`config.mk`:
```
export PLATFORM = sky130hd
export DESIGN_NAME = gnp_device_flat
export DESIGN_NICKNAME = d
export VERILOG_FILES = /design/src/gnp_pkg.sv /design/src/gnp_link_if.sv /design/src/gnp_device.sv /design/src/flat_wrapper.sv
export SDC_FILE = /design/constraint.sdc
export NUM_CORES = 1
export LEC_CHECK = 0
export CAP_MARGIN = 20
export CORE_MARGIN = 2
export CORE_UTILIZATION = 40
export CTS_BUF_LIST = sky130_fd_sc_hd__clkbuf_16
export CTS_CLUSTER_DIAMETER = 50
export DETAILED_ROUTE_END_ITERATION = 8
export DONT_BUFFER_PORTS = 1
export PLACE_DENSITY = 0.64
export RECOVER_POWER = 25
export SLEW_MARGIN = 5
export SYNTH_ARGS = -nofsm -noshare
export SYNTH_HDL_FRONTEND = slang
export SYNTH_SLANG_ARGS = --single-unit
```
`constraint.sdc`:
```
create_clock -name clk_in -period 4.5 [get_ports clk_in]
set_input_delay 0.675 -clock clk_in [delete_from_list [all_inputs] [get_ports clk_in]]
set_output_delay 0.675 -clock clk_in [all_outputs]
set_load 0.01 [all_outputs]
```
`src/gnp_pkg.sv`:
```
// Shared constants for the receiver serial port and time-mark link
// Notes on behaviour
// - Rates 4800 to 115200, both ends equal
// - Default 9600, eight data, no parity, one stop
// - Only data lines, no handshake, no clock
// - Device sends sentences, accepts commands
// - Default sentence set needs no configuration
// - Device transmit feeds host receive, and back
// - Serial zero routed to multiplexed pins
// - Pulse each second once 3D fix holds with at least four satellites in use
// - No fix keeps time mark low
// - Backup keeps memory and clock running
// - Backup supply unused unless enabled
// - Pulse high about 800 us, 1 Hz
package gnp_pkg;
  localparam int unsigned CLK_HZ        = 250_000_000;
  localparam int unsigned DATA_BITS     = 8;
  localparam int unsigned MIN_SATS      = 4;
  localparam int unsigned PULSE_US      = 800;
  localparam int unsigned PULSE_CYC     = CLK_HZ / 1_000_000 * PULSE_US;
  localparam int unsigned SECOND_CYC    = CLK_HZ;
  localparam logic [2:0]  RATE_RESET    = 3'h1;
  localparam int unsigned DIV_W         = 16;
  localparam logic [3:0]  BIT_LAST      = 4'h9;

  typedef enum logic [2:0] {
    GNP_R4800   = 3'h0,
    GNP_R9600   = 3'h1,
    GNP_R14400  = 3'h2,
    GNP_R19200  = 3'h3,
    GNP_R38400  = 3'h4,
    GNP_R57600  = 3'h5,
    GNP_R115200 = 3'h6
  } gnp_rate_t;

  // Cycles per bit at each rate; unlisted codes fall back to the reset rate
  function automatic logic [DIV_W-1:0] bit_cycles(input logic [2:0] rate);
    logic [DIV_W-1:0] c;
    c = DIV_W'(CLK_HZ / 9600);
    unique case (rate)
      3'h0:    c = DIV_W'(CLK_HZ / 4800);
      3'h1:    c = DIV_W'(CLK_HZ / 9600);
      3'h2:    c = DIV_W'(CLK_HZ / 14400);
      3'h3:    c = DIV_W'(CLK_HZ / 19200);
      3'h4:    c = DIV_W'(CLK_HZ / 38400);
      3'h5:    c = DIV_W'(CLK_HZ / 57600);
      3'h6:    c = DIV_W'(CLK_HZ / 115200);
      default: c = DIV_W'(CLK_HZ / 9600);
    endcase
    return c;
  endfunction
endpackage

```
`src/gnp_link_if.sv`:
```
// Two-wire serial link plus time-mark line between receiver and host
`timescale 1ns/100ps
`default_nettype none
interface gnp_link_if;
  logic serial0_transmit_out;  // Device to host receive line
  logic serial0_receive_in;    // Host transmit line to device
  logic time_mark_pulse_out;   // Once-a-second mark
  // Device is communication_equipment_role, host is host_terminal_role
  modport communication_equipment_role (
    output serial0_transmit_out,
    input  serial0_receive_in,
    output time_mark_pulse_out
  );
  modport host_terminal_role (
    input  serial0_transmit_out,
    output serial0_receive_in,
    input  time_mark_pulse_out
  );
endinterface
`default_nettype wire

```
`src/gnp_device.sv`:
```
// Receiver end: serial port zero, time-mark generator, backup domain hold
`timescale 1ns/100ps
`default_nettype none
module gnp_device #(
  parameter int unsigned SECOND_CYC = gnp_pkg::SECOND_CYC,
  parameter int unsigned PULSE_CYC  = gnp_pkg::PULSE_CYC
) (
  input  wire logic       clk_in,             // 250 MHz clock
  input  wire logic       rst_n_in,           // Async reset, active low
  gnp_link_if.communication_equipment_role lnk, // Link to host
  input  wire logic [2:0] rate_sel_in,        // Rate code, applied on rate_load_in
  input  wire logic       rate_load_in,       // Pulse: take new rate
  input  wire logic [7:0] tx_data_in,         // Sentence byte to send
  input  wire logic       tx_valid_in,        // Byte offered
  output logic            tx_ready_out,       // Transmitter idle
  output logic [7:0]      rx_data_out,        // Command byte received
  output logic            rx_valid_out,       // Pulse: byte received
  output logic            rx_frame_err_out,   // Pulse: stop bit low
  input  wire logic       gpio_mode_in,       // High: pins used as general I/O
  input  wire logic       gpio_tx_level_in,   // Level driven in general I/O mode
  input  wire logic       fix_3d_in,          // Navigation has a 3D fix
  input  wire logic [5:0] sats_used_in,       // Satellites in solution
  input  wire logic       utc_second_in,      // Pulse: UTC second boundary
  input  wire logic       main_power_on_in,   // Main supply present
  input  wire logic       backup_enable_in,   // Firmware enables battery backup
  output logic [2:0]      rate_out,           // Active rate code
  output logic            sentences_all_out,  // Default sentence set active
  output logic            backup_hold_out,    // Memory and clock held on backup
  output logic [31:0]     rtc_seconds_out     // Seconds count kept through backup
);
  localparam int unsigned DW = gnp_pkg::DIV_W;

  // Rate register, reset to the power-up rate
  // Both bit counters read the rate live, so change it only between frames
  logic [2:0]    rate_ff;
  logic [DW-1:0] bit_len;
  logic [DW-1:0] half_len;
  always_ff @(posedge clk_in or negedge rst_n_in) begin
    if (!rst_n_in) begin
      rate_ff <= gnp_pkg::RATE_RESET;
    end else if (rate_load_in && rate_sel_in <= 3'h6) begin
      rate_ff <= rate_sel_in;
    end
  end
  assign bit_len  = gnp_pkg::bit_cycles(rate_ff);
  assign half_len = bit_len >> 1;
  assign rate_out = rate_ff;
  // Filtering is left to firmware, so all default sentences always pass
  assign sentences_all_out = 1'b1;

  // Transmitter: ten-slot frame shifted out LSB first
  logic [9:0]    tx_sh_ff;
  logic [3:0]    tx_bit_ff;
  logic [DW-1:0] tx_cnt_ff;
  logic          tx_busy_ff;
  logic          tx_line;
  wire           tx_tick = (tx_cnt_ff == bit_len - DW'(1));
  always_ff @(posedge clk_in or negedge rst_n_in) begin
    if (!rst_n_in) begin
      tx_sh_ff   <= 10'h3FF;
      tx_bit_ff  <= 4'h0;
      tx_cnt_ff  <= '0;
      tx_busy_ff <= 1'b0;
    end else if (!tx_busy_ff) begin
      tx_cnt_ff <= '0;
      if (tx_valid_in) begin
        tx_sh_ff   <= {1'b1, tx_data_in, 1'b0};
        tx_bit_ff  <= 4'h0;
        tx_busy_ff <= 1'b1;
      end
    end else if (tx_tick) begin
      tx_cnt_ff <= '0;
      tx_sh_ff  <= {1'b1, tx_sh_ff[9:1]};
      tx_bit_ff <= tx_bit_ff + 4'h1;
      if (tx_bit_ff == gnp_pkg::BIT_LAST) begin
        tx_busy_ff <= 1'b0;
      end
    end else begin
      tx_cnt_ff <= tx_cnt_ff + DW'(1);
    end
  end
  assign tx_ready_out = !tx_busy_ff;
  assign tx_line      = tx_sh_ff[0];  // Idle high
  // Pin mux: serial zero unless general I/O mode chosen; data lines only, no handshake
  wire           nxt_pin = gpio_mode_in ? gpio_tx_level_in : tx_line;
  // Registered pin, so a mode switch cannot glitch the host line; costs one cycle of latency
  logic          pin_ff;
  always_ff @(posedge clk_in or negedge rst_n_in) begin
    if (!rst_n_in) begin
      pin_ff <= 1'b1;  // Idle high out of reset
    end else begin
      pin_ff <= nxt_pin;
    end
  end
  assign lnk.serial0_transmit_out = pin_ff;

  // Receiver: mid-bit sampling, timer restarted by each start edge
  logic          rx_prev_ff;
  logic          rx_busy_ff;
  logic [3:0]    rx_bit_ff;
  logic [DW-1:0] rx_cnt_ff;
  logic [7:0]    rx_sh_ff;
  logic [7:0]    rx_data_ff;
  logic          rx_valid_ff;
  logic          rx_err_ff;
  wire           rx_pin   = gpio_mode_in ? 1'b1 : lnk.serial0_receive_in;
  wire           rx_fall  = rx_prev_ff && !rx_pin;
  wire           rx_mid   = (rx_bit_ff == 4'h0) ? (rx_cnt_ff == half_len) : (rx_cnt_ff == bit_len - DW'(1));
  always_ff @(posedge clk_in or negedge rst_n_in) begin
    if (!rst_n_in) begin
      rx_prev_ff  <= 1'b1;
      rx_busy_ff  <= 1'b0;
      rx_bit_ff   <= 4'h0;
      rx_cnt_ff   <= '0;
      rx_sh_ff    <= 8'h00;
      rx_data_ff  <= 8'h00;
      rx_valid_ff <= 1'b0;
      rx_err_ff   <= 1'b0;
    end else begin
      rx_prev_ff  <= rx_pin;
      rx_valid_ff <= 1'b0;
      rx_err_ff   <= 1'b0;
      if (!rx_busy_ff) begin
        rx_cnt_ff <= '0;
        rx_bit_ff <= 4'h0;
        if (rx_fall) begin
          rx_busy_ff <= 1'b1;
        end
      end else if (rx_mid) begin
        rx_cnt_ff <= '0;
        rx_bit_ff <= rx_bit_ff + 4'h1;
        if (rx_bit_ff == 4'h0) begin
          // Glitch shorter than half a bit is not a start
          rx_busy_ff <= !rx_pin;
        end else if (rx_bit_ff == gnp_pkg::BIT_LAST) begin
          // A low stop bit drops the byte and raises only the error pulse
          rx_busy_ff  <= 1'b0;
          rx_valid_ff <= rx_pin;
          rx_err_ff   <= !rx_pin;
          if (rx_pin) begin
            rx_data_ff <= rx_sh_ff;
          end
        end else begin
          rx_sh_ff <= {rx_pin, rx_sh_ff[7:1]};
        end
      end else begin
        rx_cnt_ff <= rx_cnt_ff + DW'(1);
      end
    end
  end
  assign rx_data_out      = rx_data_ff;
  assign rx_valid_out     = rx_valid_ff;
  assign rx_frame_err_out = rx_err_ff;

  // Time mark: rises on the UTC second, held high for the pulse width
  logic        pps_ff;
  logic [31:0] pps_cnt_ff;
  wire         fix_ok = fix_3d_in && (sats_used_in >= 6'(gnp_pkg::MIN_SATS));
  always_ff @(posedge clk_in or negedge rst_n_in) begin
    if (!rst_n_in) begin
      pps_ff     <= 1'b0;
      pps_cnt_ff <= 32'h0;
    end else if (!fix_ok) begin
      pps_ff     <= 1'b0;
      pps_cnt_ff <= 32'h0;
    // A new second inside a pulse restarts the width count
    end else if (utc_second_in) begin
      pps_ff     <= 1'b1;
      pps_cnt_ff <= 32'h1;
    end else if (pps_ff) begin
      pps_cnt_ff <= pps_cnt_ff + 32'h1;
      if (pps_cnt_ff >= 32'(PULSE_CYC)) begin
        pps_ff <= 1'b0;
      end
    end
  end
  assign lnk.time_mark_pulse_out = pps_ff;

  // Backup domain: seconds clock counts while main power is on or backup is enabled
  logic [31:0] rtc_ff;
  logic [31:0] sub_ff;
  always_ff @(posedge clk_in or negedge rst_n_in) begin
    if (!rst_n_in) begin
      rtc_ff <= 32'h0;
      sub_ff <= 32'h0;
    end else if (main_power_on_in || backup_enable_in) begin
      // Without firmware enable the battery input is ignored
      if (sub_ff >= 32'(SECOND_CYC - 1)) begin
        sub_ff <= 32'h0;
        rtc_ff <= rtc_ff + 32'h1;
      end else begin
        sub_ff <= sub_ff + 32'h1;
      end
    end
  end
  // Hold flag registered like the other status outputs except the constant sentences_all_out; follows the supplies one cycle late
  wire           nxt_hold = !main_power_on_in && backup_enable_in;
  logic          hold_ff;
  always_ff @(posedge clk_in or negedge rst_n_in) begin
    if (!rst_n_in) begin
      hold_ff <= 1'b0;
    end else begin
      hold_ff <= nxt_hold;
    end
  end
  assign backup_hold_out = hold_ff;
  assign rtc_seconds_out = rtc_ff;
endmodule
`default_nettype wire

```
`src/flat_wrapper.sv`:
```
// flat-port wrapper written by rule: the top's interface ports become plain ports
module gnp_device_flat 
#(
  parameter int unsigned SECOND_CYC = gnp_pkg::SECOND_CYC,
  parameter int unsigned PULSE_CYC  = gnp_pkg::PULSE_CYC
)
  (clk_in, rst_n_in, rate_sel_in, rate_load_in, tx_data_in, tx_valid_in, tx_ready_out, rx_data_out, rx_valid_out, rx_frame_err_out, gpio_mode_in, gpio_tx_level_in, fix_3d_in, sats_used_in, utc_second_in, main_power_on_in, backup_enable_in, rate_out, sentences_all_out, backup_hold_out, rtc_seconds_out, lnk_serial0_transmit_out, lnk_serial0_receive_in, lnk_time_mark_pulse_out);
  gnp_link_if lnk_i ();
  input  wire logic clk_in;
  input  wire logic rst_n_in;
  input  wire logic [2:0] rate_sel_in;
  input  wire logic rate_load_in;
  input  wire logic [7:0] tx_data_in;
  input  wire logic tx_valid_in;
  output logic tx_ready_out;
  output logic [7:0] rx_data_out;
  output logic rx_valid_out;
  output logic rx_frame_err_out;
  input  wire logic gpio_mode_in;
  input  wire logic gpio_tx_level_in;
  input  wire logic fix_3d_in;
  input  wire logic [5:0] sats_used_in;
  input  wire logic utc_second_in;
  input  wire logic main_power_on_in;
  input  wire logic backup_enable_in;
  output logic [2:0] rate_out;
  output logic sentences_all_out;
  output logic backup_hold_out;
  output logic [31:0] rtc_seconds_out;
  output wire logic [$bits(lnk_i.serial0_transmit_out)-1:0] lnk_serial0_transmit_out;
  input wire logic [$bits(lnk_i.serial0_receive_in)-1:0] lnk_serial0_receive_in;
  output wire logic [$bits(lnk_i.time_mark_pulse_out)-1:0] lnk_time_mark_pulse_out;
  assign lnk_serial0_transmit_out = lnk_i.serial0_transmit_out;
  assign lnk_i.serial0_receive_in = lnk_serial0_receive_in;
  assign lnk_time_mark_pulse_out = lnk_i.time_mark_pulse_out;
  gnp_device #(.SECOND_CYC(SECOND_CYC), .PULSE_CYC(PULSE_CYC)) u_core (.clk_in(clk_in), .rst_n_in(rst_n_in), .lnk(lnk_i), .rate_sel_in(rate_sel_in), .rate_load_in(rate_load_in), .tx_data_in(tx_data_in), .tx_valid_in(tx_valid_in), .tx_ready_out(tx_ready_out), .rx_data_out(rx_data_out), .rx_valid_out(rx_valid_out), .rx_frame_err_out(rx_frame_err_out), .gpio_mode_in(gpio_mode_in), .gpio_tx_level_in(gpio_tx_level_in), .fix_3d_in(fix_3d_in), .sats_used_in(sats_used_in), .utc_second_in(utc_second_in), .main_power_on_in(main_power_on_in), .backup_enable_in(backup_enable_in), .rate_out(rate_out), .sentences_all_out(sentences_all_out), .backup_hold_out(backup_hold_out), .rtc_seconds_out(rtc_seconds_out));
endmodule
```
==> results of run 1 <==
## final timing paths
kind	endpoint	slack, ns	depth (start not counted)
worst max-delay path	u_core.rx_data_out[7]$_DFFE_PN0P_	0.70	9
worst min-delay path	u_core.tx_sh_ff[8]$_DFFE_PN1P_	0.09	0
worst max register to register	u_core.rx_data_out[7]$_DFFE_PN0P_	0.70	9
worst min register to register	u_core.tx_sh_ff[0]$_DFFE_PN1P_	0.48	2
max in group asynchronous	u_core.rx_cnt_ff[4]$_DFF_PN0_	2.20	1
min in group clk_in	u_core.backup_hold_out$_DFF_PN0_	0.30	1
## per-layer routing
layer | up-vias | share of wire (%) | wire, um
li1 | 3429 | - | -
met1 | 3366 | 49 | 9860
met2 | 124 | 46 | 9130
met3 | 19 | 3.9 | 776
met4 | 0 | 1.2 | 239
met5 | - | 0 | 0
## registers in the layout, indices dropped and copies added, names as in the netlist, 3 cells and up
signal                  flops
u_core.rx_sh_ff             8
u_core.tx_cnt_ff           16
u_core.sub_ff              32
u_core.tx_bit_ff            4
u_core.rx_cnt_ff           16
u_core.rate_out             3
u_core.rx_data_out          8
u_core.rtc_seconds_out     32
u_core.pps_cnt_ff          32
u_core.tx_sh_ff             9
u_core.rx_bit_ff            4
## power by group
part	switching (mW)	leakage, nW	internal [mW]
clock	0.637	0.288	0.874
sequential	0.121	2.29	1.61
combinational	0.237	1.86	0.182
## kinds of logic after synthesis
kind of cell,synth area share (%)
AND/OR/NAND/NOR,24.5
flip-flops,45.5
XOR/XNOR,11.6
AO/OA/AOI/OAI,8.84
buffers and inverters,4.26
multiplexers,3.52
adder cells (fa/ha/maj),1.69
other,0.0395
## cell type report
type | instances | area (sq um)
fill | 2322 | 13100
multi-input combinational | 743 | 4760
sequential | 172 | 4320
clock buffer | 17 | 425
tap | 319 | 399
clock inverter | 15 | 174
inverter | 41 | 154
timing repair buffer | 7 | 52.6
## Yosys cell counts, drive strengths merged (7+ instances only)
library cell and instances:
a21oi 29, a221oi 10, a31oi 7, and3 22, and4 11, buf 23, clkbuf 24, dfrtp 160
dfstp 12, ha 12, inv 40, mux2 19, mux2i 9, nand2 74, nand2b 12, nand3 63
nand4 29, nor2 143, nor2b 11, nor3 24, nor4 17, o21ai 33, or3 11, xnor2 72
xor2 54
==> metrics.txt, run 1 <==
status=finished with violations; violated checks=capacitance limit, slew limit; commonest non-fill, non-tap cell in the layout=dfrtp_1; CTS Buf Count=17; dpl hpwl=13400 um; gp weighted congestion=0.854; post-route cell area=10300 sq um; Pwr Total=3.66 mW; RSZ-0062 raised after global routing=false; Die Y=158 um; Slew @ Worst Pin=2.23 ns; met1 Usage GRT=23.9%; clock skew=0.0166 ns; Nets=1022; final wirelength=20000 um; Hold WS=0.0897 ns; Worst slew margin=-48.4%; Skew-Pair Late Insertion Delay=0.43 ns; clk sinks=172; drt first pass iters=5; reg2reg start=u_core.rx_bit_ff[0]$_DFFE_PN0P_; Buf/Inv on CP=1; min-delay worst type=input pin to asynchronous set/reset pin; CORE AREA=23400 sq um; initial drt markers=423; Placement Setup Slack=0.754 ns; Max Cap Viol=1; TritonCTS clock tree=done; area growth from synthesis to final layout=8.44%; H-tree depth=4; Avg Cell Area, Syn=9.46 sq um; commonest cells after routing, fill and taps aside=dfrtp_1 (160), nor2_1 (143), nand2_1 (74); busiest grt layer=met2; CP delay by family, top=simple AND/OR/NAND/NOR gates; largest cells by area after synthesis=dfrtp_1 (42%), xnor2_1 (6.6%), nor2_1 (5.7%), xor2_1 (5.0%), dfstp_2 (3.3%); Core Rows=56; Worst IR Drop VDD=0.204 mV; Routed WL per cell=15.2 um; post-route setup TNS=0 ns; setup violators final=0; vias in the first global route=6802; initial antenna violation count=0; antenna-violating nets left=0; critical path's slowest cell=nor3b_4; asr flop ratio synth=100%; Final WS setup=0.696 ns; GR Util All Layers=16.8%; startpoint type of the worst setup path=flip-flop; Max stage delay on crit path=0.76 ns; fin crit share=84.5%; share of cells above drive strength 1=8.34%; synthesis-stage register bit count=172; P per Cell Area=356 nW/um^2; Critical Path End Type=flip-flop; Yosys top cell area share=42.2%; largest net degree at the start of global routing=161; critical path class=flip-flop to flip-flop; die area=25000 sq um; Cells after Synth=1003; # IOs=78; Crit. Startpoint=u_core.rx_bit_ff[0]$_DFFE_PN0P_; ys flop type=dfrtp_1; port buffer count=0; initial core utilization=40.5%; Synthesized Nets=1043; # hold bufs at CTS=1; Leakage=4.44 nW; cell taking the most area after synthesis=dfrtp_1; GRT overflow=0; post-synthesis sequential area ratio=45.5%; Arr. time, crit path=4.12 ns; Longest Clk Path Bufs=2; crit-path cells=inv_1 -> ha_1 -> nor3b_4 -> o21ai_0 -> a221oi_1 -> o211ai_1 -> nor4_4 -> and4_1 -> mux2_4; Yosys warning count=0; max-slew violations=161; Resize count post-CTS=0; met2 Usage GRT=25.7%; post-CTS setup buffer count=0; Distinct cells, synth=76; f_max=0.263 GHz; Chip Width=158 um; met3 usage=3.56%; Root Driver=clkbuf_16; worst endpoint required time=4.81 ns; Post-synth EDFFs=0; Min Clock Period, post-route=3.80 ns; Non-Filler Instances=1314; Hold Vio Cnt, Final=0; clk slew on worst S/H paths=0.07 ns; Post-Syn Area=9490 sq um; first-pass GRT wire length=33900 um; Util after Layout=44.0%; vias per cell=5.28; DRC violation count after routing=0; Placement Cell Area=9680 sq um; via count=6938; diode count=0; placed insts=1281; worst-path fanout max=17
No activity file was read; power rests on OpenSTA's default activity.
==> run 2, diff against run 1 <==
- ABC_AREA: not set -> 1
- PLACE_DENSITY: 0.64 -> 0.66
- clock period: 4.5 -> 3.35 ns (I/O delays scaled with it)
==> metrics.txt, run 2 <==
status=finished with violations (unchanged); violated checks=hold timing (was capacitance limit, slew limit); Hold Vio Cnt, Final=170 (was 0); Final WS setup=0.320 ns (was 0.696 ns); initial antenna violation count=0 (unchanged); gp weighted congestion=0.854 (about the same); vias in the first global route=7844 (was 6802); synthesis-stage register bit count=172 (unchanged); startpoint type of the worst setup path=flip-flop (unchanged); post-route setup TNS=0 ns (unchanged); initial core utilization=41.1% (was 40.5%); Worst slew margin=53.2% (was -48.4%); Pwr Total=5.08 mW (was 3.66 mW); setup violators final=0 (unchanged); Hold WS=-0.236 ns (was 0.0897 ns); cell taking the most area after synthesis=dfrtp_1 (unchanged); Post-synth EDFFs=0 (unchanged); internal power=3.69 mW (was 2.67 mW); reg2reg start=u_core.rate_out[0]$_DFFE_PN1P_ (was u_core.rx_bit_ff[0]$_DFFE_PN0P_); Resize count post-CTS=0 (unchanged); Skew-Pair Late Insertion Delay=0.44 ns (was 0.43 ns); largest cells by area after synthesis=dfrtp_1 (41%), nand2_1 (15%), nor2_1 (6.6%), inv_1 (5.5%), xor2_1 (4.8%) (was dfrtp_1 (42%), xnor2_1 (6.6%), nor2_1 (5.7%), xor2_1 (5.0%), dfstp_2 (3.3%)); f_max=0.330 GHz (was 0.263 GHz); H-tree depth=4 (unchanged); clk slew on worst S/H paths=0.08 ns (was 0.07 ns); Core Rows=56 (unchanged); Distinct cells, synth=46 (was 76); area growth from synthesis to final layout=9.88% (was 8.44%); worst-path fanout max=11 (was 17); Cells after Synth=1312 (was 1003); Chip Width=160 um (was 158 um); Max Cap Viol=0 (was 1); first-pass GRT wire length=38200 um (was 33900 um); asr flop ratio synth=100% (unchanged); clock skew=0.0135 ns (was 0.0166 ns); met3 usage=4.21% (was 3.56%); Fillers=2375 (was 2322); fin crit share=90.4% (was 84.5%); drt first pass iters=5 (unchanged); largest net degree at the start of global routing=173 (was 161); post-CTS setup buffer count=0 (unchanged); final wirelength=22600 um (was 20000 um); Leakage=5.04 nW (was 4.44 nW); Avg Cell Area, Syn=7.39 sq um (was 9.46 sq um); initial drt markers=500 (was 423); clk sinks=172 (unchanged); # IOs=78 (unchanged); critical path class=flip-flop to flip-flop (unchanged); Critical Path End Type=flip-flop (unchanged); via count=8302 (was 6938); Clock Power Share=41.9% (was 41.3%); vias per cell=5.05 (was 5.28); GR Util All Layers=18.2% (was 16.8%); Longest Clk Path Bufs=2 (unchanged); most frequent cell after synthesis=nand2_1 (was dfrtp_1); antenna-violating nets left=0 (unchanged); Logic pwr share=11.4% (about the same); ys flop type=dfrtp_1 (unchanged); Worst IR Drop VDD=0.301 mV (was 0.204 mV); GRT overflow=0 (unchanged); Yosys top cell area share=41.3% (was 42.2%); commonest non-fill, non-tap cell in the layout=nand2_1 (was dfrtp_1); sequential power share=46.7% (was 47.3%); CORE AREA=23600 sq um (was 23400 sq um); DRC violation count after routing=0 (unchanged); met2 Usage GRT=28.8% (was 25.7%); Nets=1353 (was 1022); Post-Syn Area=9700 sq um (was 9490 sq um); worst endpoint required time=3.66 ns (was 4.81 ns); commonest cells after routing, fill and taps aside=nand2_1 (377), nor2_1 (170), dfrtp_1 (160) (was dfrtp_1 (160), nor2_1 (143), nand2_1 (74)); die area=25500 sq um (was 25000 sq um); Routed WL per cell=13.7 um (was 15.2 um); post-synthesis sequential area ratio=44.5% (was 45.5%); met1 Usage GRT=24.8% (was 23.9%); Yosys warning count=0 (unchanged); Die Y=160 um (was 158 um); Arr. time, crit path=3.34 ns (was 4.12 ns); Slew @ Worst Pin=0.702 ns (was 2.23 ns); RSZ-0062 raised after global routing=false (unchanged); TritonCTS clock tree=done (unchanged); max-slew violations=0 (was 161); fraction of power spent switching nets=27.4% (was 27.2%); busiest grt layer=met2 (unchanged); share of cells above drive strength 1=5.13% (was 8.34%); dpl hpwl=16300 um (was 13400 um); diode count=0 (unchanged); most frequent cells after synthesis=nand2_1 (377), nor2_1 (170), dfrtp_1 (160) (was dfrtp_1 (160), nor2_1 (143), nand2_1 (74)); Synthesized Nets=1352 (was 1043); Crit. Startpoint=u_core.rate_out[0]$_DFFE_PN1P_ (was u_core.rx_bit_ff[0]$_DFFE_PN0P_); Min Clock Period, post-route=3.03 ns (was 3.80 ns); port buffer count=0 (unchanged); Placement Setup Slack=0.291 ns (was 0.754 ns); min-delay worst type=input pin to asynchronous set/reset pin (unchanged); switching pwr=1.39 mW (was 0.995 mW); Root Driver=clkbuf_16 (unchanged); Util after Layout=45.1% (was 44.0%); P per Cell Area=476 nW/um^2 (was 356 nW/um^2); CTS Buf Count=17 (unchanged)
[run 2: power groups by stage]
stage          clock network [mW]  registers [mW]  logic (mW)
6_report                     2.13            2.37       0.580
3_3_place_gp                    0            2.40       0.556
2_1_floorplan                   0            2.35       0.484
5_1_grt                      2.27            2.39       0.668
4_1_cts                      2.17            2.37       0.579
3_5_place_dp                    0            2.41       0.574
[run 2: metal layers]
| metal | part of all wire [%] | vias to the layer above |
|---|---|---|
| li1 | - | 4203 |
| met5 | 0 | - |
| met3 | 4.8 | 23 |
| met4 | 1.4 | 0 |
| met1 | 48 | 3893 |
| met2 | 46 | 183 |
[run 2: layout make-up]
class | count | area, sq um | area share (%)
clock buffer | 17 | 425 | 3.99
clock inverter | 15 | 196 | 1.84
inverter | 150 | 563 | 5.28
multi-input combinational | 962 | 4680 | 43.9
sequential | 172 | 4320 | 40.5
tap | 319 | 399 | 3.75
timing repair buffer | 10 | 75.1 | 0.704
[run 2: path summary, 6_finish.rpt]
kind	endpoint	cells after the start	slack [ns]
worst max-delay path	u_core.tx_bit_ff[2]$_DFFE_PN0P_	14	0.32
worst min-delay path	u_core.tx_bit_ff[0]$_DFFE_PN0P_	0	-0.24
worst max register to register	u_core.tx_bit_ff[2]$_DFFE_PN0P_	14	0.32
worst min register to register	u_core.tx_sh_ff[0]$_DFFE_PN1P_	2	0.49
max in group asynchronous	u_core.rx_prev_ff$_DFF_PN1_	0	3.29
min in group clk_in	u_core.backup_hold_out$_DFF_PN0_	1	0.12
[run 2: worst max-delay path, stage by stage (launching register included)]
cell and delay (ns):
dfstp_2 0.69, inv_2 0.11, nand3_2 0.14, nand2_1 0.11, nor2_4 0.15, inv_1 0.06, ha_1 0.32, xor2_1 0.15
o21ai_0 0.09, nor4_1 0.28, nand3_1 0.11, nor2_1 0.14, nand3_1 0.11, nand2_1 0.32, o21ai_0 0.12
[run 2: through the flow]
stage	std cells	instance area [sq um]
6_report	1645	10700
5_1_grt	1645	10700
4_1_cts	1645	10700
3_5_place_dp	1613	10000
3_3_place_gp	1613	10000
2_1_floorplan	1312	9700
[run 2: cell families after synthesis]
group                    after synthesis  share of synthesized area [%]
other                                  1                         0.0387
AO/OA/AOI/OAI                        119                           6.70
AND/OR/NAND/NOR                      759                           33.6
flip-flops                           172                           44.5
buffers and inverters                178                           7.22
XOR/XNOR                              71                           6.41
adder cells (fa/ha/maj)               12                           1.55
